===== config.mk =====
export PLATFORM = sky130hd
export DESIGN_NAME = utxrx_datapath
export DESIGN_NICKNAME = d
export VERILOG_FILES = /design/src/hw/utxrx_datapath.v
export VERILOG_INCLUDE_DIRS = /design/src /design/src/common
export SDC_FILE = /design/constraint.sdc
export NUM_CORES = 1
export LEC_CHECK = 0
export BUFFER_PORTS_ARGS = -buffer_cell sky130_fd_sc_hd__buf_2
export CORE_MARGIN = 4
export CORE_UTILIZATION = 55
export DETAILED_ROUTE_END_ITERATION = 10
export GPL_ROUTABILITY_DRIVEN = 1
export PLACE_DENSITY = 0.82
export SLEW_MARGIN = 20
export SYNTH_ARGS = -nofsm -noshare
export SYNTH_HDL_FRONTEND = slang
export SYNTH_SLANG_ARGS = --single-unit

===== constraint.sdc =====
create_clock -name core_clk -period 4.7 [get_ports core_clk]
set_clock_uncertainty 0.15 [all_clocks]
set_input_delay 0.705 -clock core_clk [delete_from_list [all_inputs] [get_ports core_clk]]
set_output_delay 0.705 -clock core_clk [all_outputs]
set_load 0.005 [all_outputs]

===== src/common/utxrx_regs.vh =====
// register offsets, field positions, reset values and timing counts of the serial data path
`ifndef UTXRX_REGS_VH
`define UTXRX_REGS_VH
`define UTXRX_ADDR_W 2
`define UTXRX_OFF_STATUS 2'h0
`define UTXRX_OFF_CTRLB 2'h1
`define UTXRX_OFF_CTRLC 2'h2
`define UTXRX_OFF_DATA 2'h3
// status fields
`define UTXRX_ST_TXC 6
`define UTXRX_ST_UDRE 5
`define UTXRX_ST_RXC 7
// control b fields
`define UTXRX_CB_TX_NINTH_BIT 0
`define UTXRX_CB_RXB8 1
`define UTXRX_CB_CSZ2 2
`define UTXRX_CB_TRANSMITTER_ENABLE 3
`define UTXRX_CB_RXEN 4
`define UTXRX_CB_UDRIE 5
`define UTXRX_CB_TXCIE 6
// control c fields
`define UTXRX_CC_CSZ0 1
`define UTXRX_CC_USBS 3
`define UTXRX_CC_PAR_ODD 4
`define UTXRX_CC_PAR_EN 5
`define UTXRX_CC_SYNC 6
`define UTXRX_CB_RESET 8'h00
`define UTXRX_CC_RESET 8'h06
`define UTXRX_BAUD_DIV_RESET 12'h00F
`define UTXRX_OFF_BAUD 2'h2
`endif


===== src/hw/utxrx_datapath.v =====
// serial transmit and receive data path with an avalon-mm register slave
`timescale 1ns/1ps
`include "utxrx_regs.vh"

// Summary of operation
// - buffer-empty flag is set while the transmit buffer holds no data
// - buffer-empty interrupt requested while its enable and the flag are set
// - writing the data register clears the buffer-empty flag
// - transmit complete set when frame has left and buffer is empty
// - transmit complete clears on interrupt service or on writing one
// - transmit complete interrupt requested when enabled and the flag is set
// - parity bit inserted after last data bit, before first stop bit
// - clearing transmitter enable waits until shifter and buffer are empty
// - transmitter releases the serial output pin once actually disabled
// - receiver enable turns receiver on and takes over the serial input
// - in synchronous mode the external serial clock pin clocks transfers
// - receiver starts on valid start bit and shifts bits until first stop
// - second stop bit is ignored; frame completes at first stop bit
// - at first stop bit the shift register moves into the receive buffer
// - unused upper bits of short characters read as zero
// - shifter loads buffered data when idle or right after last stop bit
// - frame starts with one start bit, then data least significant first
// - parity is xor of data bits, inverted for odd parity
// - receive complete flag is one while unread data remain; disabling the receiver clears it
module utxrx_datapath (
  input wire core_clk,
  input wire arst_n,
  input wire [`UTXRX_ADDR_W-1:0] avs_address,
  input wire avs_read,
  input wire avs_write,
  input wire [31:0] avs_writedata,
  output reg [31:0] avs_readdata,
  output wire avs_waitrequest,
  input wire globalIrqEn,
  input wire txcIrqAck,
  output wire bufEmptyIrq,
  output wire txCompleteIrq,
  input wire serialInPin,
  input wire extSerialClockPin,
  output wire serialOutPin,
  output wire serialOutEn,
  output wire serialInOwned
);
  localparam ST_IDLE = 2'h0;
  localparam ST_DATA = 2'h1;
  localparam ST_PAR = 2'h2;
  localparam ST_STOP = 2'h3;

  // ----------------------------------------------------------------
  // bus slave
  // ----------------------------------------------------------------
  reg ackPend_reg;
  wire rdAcc = avs_read & ackPend_reg;
  wire wrAcc = avs_write & ackPend_reg;
  reg [7:0] ctrlB_reg;
  reg [7:0] ctrlC_reg;
  reg [7:0] txBuf_reg;
  reg txBuf8_reg;
  reg txFull_reg;
  reg txc_reg;
  reg txOn_reg;
  reg [8:0] rxBuf_reg;
  reg rxc_reg;
  wire [2:0] charCode = {ctrlB_reg[`UTXRX_CB_CSZ2], ctrlC_reg[`UTXRX_CC_CSZ0+1],
    ctrlC_reg[`UTXRX_CC_CSZ0]};
  wire [3:0] nBits = (charCode == 3'h7) ? 4'h9 : ((charCode > 3'h3) ? 4'h8 : {2'h0,
    charCode[1:0]} + 4'h5);
  wire isSync = ctrlC_reg[`UTXRX_CC_SYNC];

  // one wait cycle per access keeps timing fixed
  assign avs_waitrequest = (avs_read | avs_write) & ~ackPend_reg;
  always @(posedge core_clk or negedge arst_n) begin
    if (!arst_n) begin
      ackPend_reg <= 1'b0;
    end else begin
      ackPend_reg <= (avs_read | avs_write) & ~ackPend_reg;
    end
  end

  wire [7:0] statusVal = {rxc_reg, txc_reg, ~txFull_reg, 5'h00};
  wire [7:0] rxMask = (nBits >= 4'h8) ? 8'hFF : ((8'h01 << nBits[2:0]) - 8'h01);
  // load during the wait cycle so the data stand at the accepting edge
  always @(posedge core_clk or negedge arst_n) begin
    if (!arst_n) begin
      avs_readdata <= 32'h00000000;
    end else if (avs_read && !ackPend_reg) begin
      case (avs_address)
        `UTXRX_OFF_STATUS: avs_readdata <= {24'h000000, statusVal};
        `UTXRX_OFF_CTRLB: avs_readdata <= {24'h000000, ctrlB_reg[7:2],
          rxBuf_reg[8], ctrlB_reg[0]};
        `UTXRX_OFF_CTRLC: avs_readdata <= {24'h000000, ctrlC_reg};
        `UTXRX_OFF_DATA: avs_readdata <= {24'h000000, rxBuf_reg[7:0] & rxMask};
        default: avs_readdata <= 32'h00000000;
      endcase
    end
  end

  always @(posedge core_clk or negedge arst_n) begin
    if (!arst_n) begin
      ctrlB_reg <= `UTXRX_CB_RESET;
      ctrlC_reg <= `UTXRX_CC_RESET;
    end else if (wrAcc && avs_address == `UTXRX_OFF_CTRLB) begin
      ctrlB_reg <= avs_writedata[7:0];
    end else if (wrAcc && avs_address == `UTXRX_OFF_CTRLC) begin
      ctrlC_reg <= avs_writedata[7:0];
    end
  end

  // ----------------------------------------------------------------
  // bit timing: internal divider or synchronised external clock
  // ----------------------------------------------------------------
  reg xck1_reg;
  reg xck2_reg;
  reg xck3_reg;
  reg [11:0] baudCnt_reg;
  always @(posedge core_clk or negedge arst_n) begin
    if (!arst_n) begin
      xck1_reg <= 1'b0;
      xck2_reg <= 1'b0;
      xck3_reg <= 1'b0;
      baudCnt_reg <= 12'h000;
    end else begin
      xck1_reg <= extSerialClockPin;
      xck2_reg <= xck1_reg;
      xck3_reg <= xck2_reg;
      baudCnt_reg <= (baudCnt_reg == 12'h000) ? `UTXRX_BAUD_DIV_RESET : baudCnt_reg - 12'h001;
    end
  end
  // change on rising, sample on falling external edge
  wire txTick = isSync ? (xck2_reg & ~xck3_reg) : (baudCnt_reg == 12'h000);
  wire rxTick = isSync ? (~xck2_reg & xck3_reg) : (baudCnt_reg == 12'h000);

  // ----------------------------------------------------------------
  // transmitter
  // ----------------------------------------------------------------
  reg [1:0] txState_reg;
  reg [8:0] txShift_reg;
  reg [3:0] txCnt_reg;
  reg txPar_reg;
  reg txLine_reg;
  wire dataWr = wrAcc && avs_address == `UTXRX_OFF_DATA;
  wire stWr = wrAcc && avs_address == `UTXRX_OFF_STATUS;
  wire txEnBit = ctrlB_reg[`UTXRX_CB_TRANSMITTER_ENABLE];
  wire txLastStop = txTick && txState_reg == ST_STOP && (txCnt_reg == 4'h0 ||
    !ctrlC_reg[`UTXRX_CC_USBS]);
  wire txLoad = txFull_reg && txOn_reg && txTick && (txState_reg == ST_IDLE || txLastStop);
  wire txDone = txLastStop && !txFull_reg;

  always @(posedge core_clk or negedge arst_n) begin
    if (!arst_n) begin
      txBuf_reg <= 8'h00;
      txBuf8_reg <= 1'b0;
      txFull_reg <= 1'b0;
    end else begin
      if (dataWr) begin
        txBuf_reg <= avs_writedata[7:0];
        txBuf8_reg <= ctrlB_reg[`UTXRX_CB_TX_NINTH_BIT];
        txFull_reg <= 1'b1;
      end else if (txLoad) begin
        txFull_reg <= 1'b0;
      end
    end
  end

  always @(posedge core_clk or negedge arst_n) begin
    if (!arst_n) begin
      txc_reg <= 1'b0;
    end else if (txDone) begin
      txc_reg <= 1'b1;
    end else if (txcIrqAck || (stWr && avs_writedata[`UTXRX_ST_TXC])) begin
      txc_reg <= 1'b0;
    end
  end

  // the enable drops only once nothing is left to send
  always @(posedge core_clk or negedge arst_n) begin
    if (!arst_n) begin
      txOn_reg <= 1'b0;
    end else if (txEnBit) begin
      txOn_reg <= 1'b1;
    end else if (!txFull_reg && txState_reg == ST_IDLE) begin
      txOn_reg <= 1'b0;
    end
  end

  always @(posedge core_clk or negedge arst_n) begin
    if (!arst_n) begin
      txState_reg <= ST_IDLE;
      txShift_reg <= 9'h000;
      txCnt_reg <= 4'h0;
      txPar_reg <= 1'b0;
      txLine_reg <= 1'b1;
    end else if (txLoad) begin
      txShift_reg <= {txBuf8_reg, txBuf_reg};
      txCnt_reg <= nBits;
      txPar_reg <= ctrlC_reg[`UTXRX_CC_PAR_ODD];
      txLine_reg <= 1'b0;
      txState_reg <= ST_DATA;
    end else if (txTick) begin
      case (txState_reg)
        ST_IDLE: begin
          txLine_reg <= 1'b1;
        end
        ST_DATA: begin
          if (txCnt_reg == 4'h0) begin
            if (ctrlC_reg[`UTXRX_CC_PAR_EN]) begin
              txLine_reg <= txPar_reg;
              txState_reg <= ST_PAR;
            end else begin
              txLine_reg <= 1'b1;
              txCnt_reg <= 4'h1;
              txState_reg <= ST_STOP;
            end
          end else begin
            txLine_reg <= txShift_reg[0];
            txPar_reg <= txPar_reg ^ txShift_reg[0];
            txShift_reg <= {1'b0, txShift_reg[8:1]};
            txCnt_reg <= txCnt_reg - 4'h1;
          end
        end
        ST_PAR: begin
          txLine_reg <= 1'b1;
          txCnt_reg <= 4'h1;
          txState_reg <= ST_STOP;
        end
        ST_STOP: begin
          if (txLastStop) begin
            txState_reg <= ST_IDLE;
          end else begin
            txCnt_reg <= 4'h0;
          end
        end
        default: txState_reg <= ST_IDLE;
      endcase
    end
  end

  assign serialOutPin = txLine_reg;
  assign serialOutEn = txOn_reg;
  assign bufEmptyIrq = globalIrqEn & ctrlB_reg[`UTXRX_CB_UDRIE] & ~txFull_reg;
  assign txCompleteIrq = globalIrqEn & ctrlB_reg[`UTXRX_CB_TXCIE] & txc_reg;

  // ----------------------------------------------------------------
  // receiver
  // ----------------------------------------------------------------
  reg rxd1_reg;
  reg rxd2_reg;
  reg [1:0] rxState_reg;
  reg [8:0] rxShift_reg;
  reg [3:0] rxCnt_reg;
  wire rxOn = ctrlB_reg[`UTXRX_CB_RXEN];
  wire dataRd = rdAcc && avs_address == `UTXRX_OFF_DATA;
  assign serialInOwned = rxOn;
  wire rxFrameEnd = rxTick && rxState_reg == ST_STOP;

  always @(posedge core_clk or negedge arst_n) begin
    if (!arst_n) begin
      rxd1_reg <= 1'b1;
      rxd2_reg <= 1'b1;
    end else begin
      rxd1_reg <= serialInPin;
      rxd2_reg <= rxd1_reg;
    end
  end

  always @(posedge core_clk or negedge arst_n) begin
    if (!arst_n) begin
      rxState_reg <= ST_IDLE;
      rxShift_reg <= 9'h000;
      rxCnt_reg <= 4'h0;
    end else if (!rxOn) begin
      rxState_reg <= ST_IDLE;
    end else if (rxTick) begin
      case (rxState_reg)
        ST_IDLE: begin
          if (!rxd2_reg) begin
            rxCnt_reg <= nBits;
            rxShift_reg <= 9'h000;
            rxState_reg <= ST_DATA;
          end
        end
        ST_DATA: begin
          rxShift_reg <= {rxd2_reg, rxShift_reg[8:1]};
          rxCnt_reg <= rxCnt_reg - 4'h1;
          if (rxCnt_reg == 4'h1) begin
            rxState_reg <= ctrlC_reg[`UTXRX_CC_PAR_EN] ? ST_PAR : ST_STOP;
          end
        end
        ST_PAR: rxState_reg <= ST_STOP;
        ST_STOP: rxState_reg <= ST_IDLE;
        default: rxState_reg <= ST_IDLE;
      endcase
    end
  end

  // right-align the shifted character by its length
  wire [8:0] rxAligned = rxShift_reg >> (4'h9 - nBits);
  always @(posedge core_clk or negedge arst_n) begin
    if (!arst_n) begin
      rxBuf_reg <= 9'h000;
      rxc_reg <= 1'b0;
    end else if (rxOn && rxFrameEnd) begin
      rxBuf_reg <= rxAligned;
      rxc_reg <= 1'b1;
    end else if (dataRd || !rxOn) begin
      rxc_reg <= 1'b0;
    end
  end
endmodule // utxrx_datapath


* Word-level counts from Yosys, hierarchy flattened
Cells that the tools add are included.
Storage, ports and cells: input port bits 42, output and inout port bits 38, word-level logic and storage cells 167, register bits 120
Cells by class: reduce and logical (&&, ||, !) cells 46, eq/ne operators 20, multiplexer cells 49, shift operators 2, order comparisons 2, bitwise operators 17, add/sub/neg operators 6
Operators with widths (count):
- case mux 32 bit (4 select lines) | 1
- 2-to-1 mux 9 bit | 5
- 2-to-1 mux 4 bit | 8
- 2-to-1 mux 1 bit | 19
- case mux 9 bit (2 select lines) | 1
- logical AND 1 bit | 16
- 2-to-1 mux 2 bit | 8
- != test 3 bit, second input constant | 5
- nonzero test 2 bit | 7
- == test 2 bit, second input constant | 6
- logical NOT 12 bit | 1
- 2-to-1 mux 12 bit | 1
- case mux 4 bit (3 select lines) | 1
- AND reduction 4 bit | 3
- subtractor 12 x 1 -> 12 bit, second input constant | 1
- AND 1 bit | 9
- right shift 9 x 4 -> 9 bit | 1
- AND 8 bit | 1
- 2-to-1 mux 8 bit | 1
- case mux 2 bit (4 select lines) | 1
- case mux 4 bit (2 select lines) | 1
- << shifter 1 x 3 -> 8 bit, first input constant | 1
- subtractor 4 x 1 -> 4 bit, second input constant | 2
- subtractor 8 x 1 -> 8 bit, second input constant | 1
- 24 further kinds | 41

* Depth between registers and ports, before layout
depth after elaboration 9, depth in mapped cells 10, mapped depth without buffers 9

* Least setup slack after synthesis
Ideal clock, no wire load.
path kind reg-to-reg, from register ctrlC_reg[1], to register rxBuf_reg[0], arrival time 2.400 ns, required time 4.455 ns, period minus slack after synthesis 2.646 ns, setup time 0.095 ns, cell stages (with the launch flop) 10, path slack 2.054 ns, path buffers 1, cell sequence dfstp_2 -> ha_1 -> and3b_1 -> or2_2 -> buf_4 -> ha_1 -> clkinv_1 -> o2111ai_1 -> a41oi_1 -> o31ai_1
Between the ends: cells in the longest elaborated chain, start to end 5, elaborated cells on any way between the ends 7, those cells by class add/sub: 2; order compare: 1; eq/ne: 1; shift: 1; mux: 2
Ends and longest elaborated chain:
- from (decl) | RTL line utxrx_datapath.v:56 | reg [7:0] ctrlC_reg;
- from (signal assigned) | RTL line utxrx_datapath.v:101 | ctrlC_reg <= `UTXRX_CC_RESET;
- from (signal assigned) | RTL line utxrx_datapath.v:105 | ctrlC_reg <= avs_writedata[7:0];
- adder 2 x 3 -> 4 bit or greater-than comparator 3 x 2 -> 1 bit (tied branches) | RTL line utxrx_datapath.v:67, utxrx_datapath.v:66
- 2-to-1 mux 4 bit | RTL line utxrx_datapath.v:66 | wire [3:0] nBits = (charCode == 3'h7) ? 4'h9 : ((charCode > 3'h3) ? 4'h8 : {2'h0,
- 2-to-1 mux 4 bit (*) | RTL line utxrx_datapath.v:66
- subtractor 4 bit (*) | RTL line utxrx_datapath.v:297 | wire [8:0] rxAligned = rxShift_reg >> (4'h9 - nBits);
- right shift 9 x 4 -> 9 bit (*) | RTL line utxrx_datapath.v:297
- to (signal assigned) | RTL line utxrx_datapath.v:303 | rxBuf_reg <= rxAligned;
- to (decl) | RTL line utxrx_datapath.v:62 | reg [8:0] rxBuf_reg;
Mark *: on every way between the ends. The rest lies on a longest branch, timed or not. A chain may end at the register's enable or synchronous reset.

* Worst setup path after layout
Ends and elaborated chain as after synthesis.

==> metrics.txt <==
layout cells sized above 1 0.210; clock net sink count 95; worst skew pair latency 0.38 ns; Peak VDD IR 0.000291 V; post-synth cell types 80; WP data arrival 3.11 ns; fin. max-slew vios 0; highest routed layer met4; final setup vio count 0; Synth area leaders dfrtp_1 (43%), mux2_2 (6.8%), ha_1 (4.5%), buf_4 (3.7%), mux2i_1 (2.6%); metal1 wirelength 4.79 mm; most common cell after layout, fill and taps aside dfrtp_1; most frequent cells in the layout dfrtp_1 (90), nor2_1 (35), nand2_1 (33); post-DP HPWL 8.13 mm; status finished clean; flop2flop setup slack 1.73 ns; I/O pin total 80; met3 routed WL 637 um; Yosys reg bits 95; clk root buf clkbuf_8; H-Tree Depth 3; Inst Count DP 636; cell taking the most area after synthesis dfrtp_1; most common flop cell mapped by yosys dfrtp_1; drt initial violations 271; gr ovfl total 0; startpoint types register; CP Max Fanout 11; fmax 0.336 GHz; syn avg cell area 10.7 um2; Die H 106 um; die area 11200 um2; reg2reg path depth 8; GPL Wtd Cong 0.885; Worst EP required 4.84 ns; number of remaining DRC errors 0; terminus of the critical flop-to-flop path rxBuf_reg[0]; Syn-to-layout area delta 6.13%; PostCTS Resize Cnt 0; share of the synthesized area in the top cell type 0.426; Post-Syn Instances 494; PortBufs 31; ant diodes 0; Max Cap Viol 0; vias in the first global route 3772; FP Rows 35; GRT Util Overall 0.207; nets 579; First-pass DRT Iterations 5; CORE AREA 9280 um2; largest net degree at the start of global routing 56; Worst Tran Pin Value 0.892 ns; Routed Antenna Nets 0; via/cell ratio 5.87; max reg flops 12; RSZ-0062 raised after global routing no; crit path time final 2.97 ns; mean routed wirelength per cell 17.1 um; Num CTS Buffers 9; ys async rst share 1.00; post-synthesis cell area 5290 um2; setup TNS 0 ns; total chip power 2.69 mW; Yosys Warn Count 0; final wirelength 11.2 mm; initial antenna violation count 0; Crit. End Element register; global-route wire length before repair 18.7 mm; Fin. Hold Viols 0; Vias 3829; clock transition at the registers of the reported paths 0.11 ns; CTS tree yes; DIE WIDTH 106 um; final std cells w/o fill 652; Rel. slew slack 0.405; Final Cycle Share 0.632; pwr/cell area 480 nW/um2; cts hold-fix bufs 0; RR Startpoint ctrlC_reg[1]; Pleak 2.52 nW; type of the worst min-delay path input pin to async pin; met2 routed WL 5.56 mm; critical path class register to register; number of enable flip-flop cells after synthesis 0; sequential-to-total area share from yosys stat 0.451; Initial Utilization 0.570; # Post-CTS Setup Buffers 0; Final Util 0.605; Max clock buf depth 2
==> per-layer routing <==
metal  vias up  global-route usage
li1       1795                   -
met1      1875               0.275
met2       145               0.342
met3        14              0.0486
met4         0              0.0611
met5         -                   0
==> through the flow <==
step	hold WS (ns)	cell area (um2)	worst slack, ns
after floorplan	0.181	5380	2.05
after global placement	0.201	5410	1.81
after detailed placement	0.195	5410	1.76
after CTS	0.214	5610	1.75
after global routing	0.222	5610	1.54
final	0.201	5610	1.73
==> kinds of logic (layout without fill, tap and decap cells) <==
kind of cell / Yosys count / in the layout / synth area share
flip-flops: 95 / 95 / 0.451
AO/OA/AOI/OAI: 118 / 118 / 0.163
multiplexers: 52 / 52 / 0.119
XOR/XNOR: 5 / 5 / 0.00828
adder cells (fa/ha/maj): 19 / 19 / 0.0449
other: 1 / 24 / 0.000709
buffers and inverters: 67 / 73 / 0.0722
AND/OR/NAND/NOR: 137 / 137 / 0.141
==> synthesized netlist by cell type (4+ instances only) <==
master	n
mux4_2	5
inv_1	23
nand4_1	5
nand3_1	10
nand2_1	33
buf_6	4
nor3_1	9
nor2b_1	6
a22oi_1	4
dfrtp_1	90
mux2_2	32
dfstp_2	5
a31oi_1	4
a21oi_1	17
a22o_1	13
mux2i_1	14
nand2b_1	6
clkbuf_1	10
ha_1	19
or3_1	6
nor2_1	35
o21ai_0	24
buf_4	26
==> how the worst max path moves through the flow <==
stage	from	to	slack [ns]	cells after the start
6_report	ctrlC_reg[1]	rxBuf_reg[0]	1.73	8
5_1_grt	ctrlC_reg[1]	rxBuf_reg[0]	1.54	8
4_1_cts	ctrlC_reg[1]	rxBuf_reg[0]	1.75	8
3_5_place_dp	ctrlC_reg[1]	rxBuf_reg[0]	1.76	8
3_3_place_gp	ctrlC_reg[1]	rxBuf_reg[0]	1.81	8
2_1_floorplan	ctrlC_reg[1]	rxBuf_reg[0]	2.05	9
==> final cells by class <==
type	count	area, um2
Clock buffer	9	124
Clock inverter	7	75.1
Fill cell	774	3670
Inverter	25	93.8
Multi-Input combinational cell	355	2610
Sequential cell	95	2380
Tap cell	129	161
Timing Repair Buffer	32	165
==> critical path, cell delays in order (launching register included) <==
cell and delay, ns:
dfstp_2 0.61, ha_1 0.22, and3b_1 0.25, or2_2 0.40, ha_1 0.45, clkinv_1 0.25
o2111ai_1 0.16, a41oi_1 0.14, o31ai_1 0.24
==> power breakdown <==
| part | leakage (nW) | internal, mW | switching [mW] |
|---|---|---|---|
| Sequential | 1.18 | 0.999 | 0.167 |
| Combinational | 1.24 | 0.421 | 0.558 |
| Clock | 0.0985 | 0.211 | 0.335 |
| Total | 2.52 | 1.63 | 1.06 |
Power figures use the tool's default switching activity.
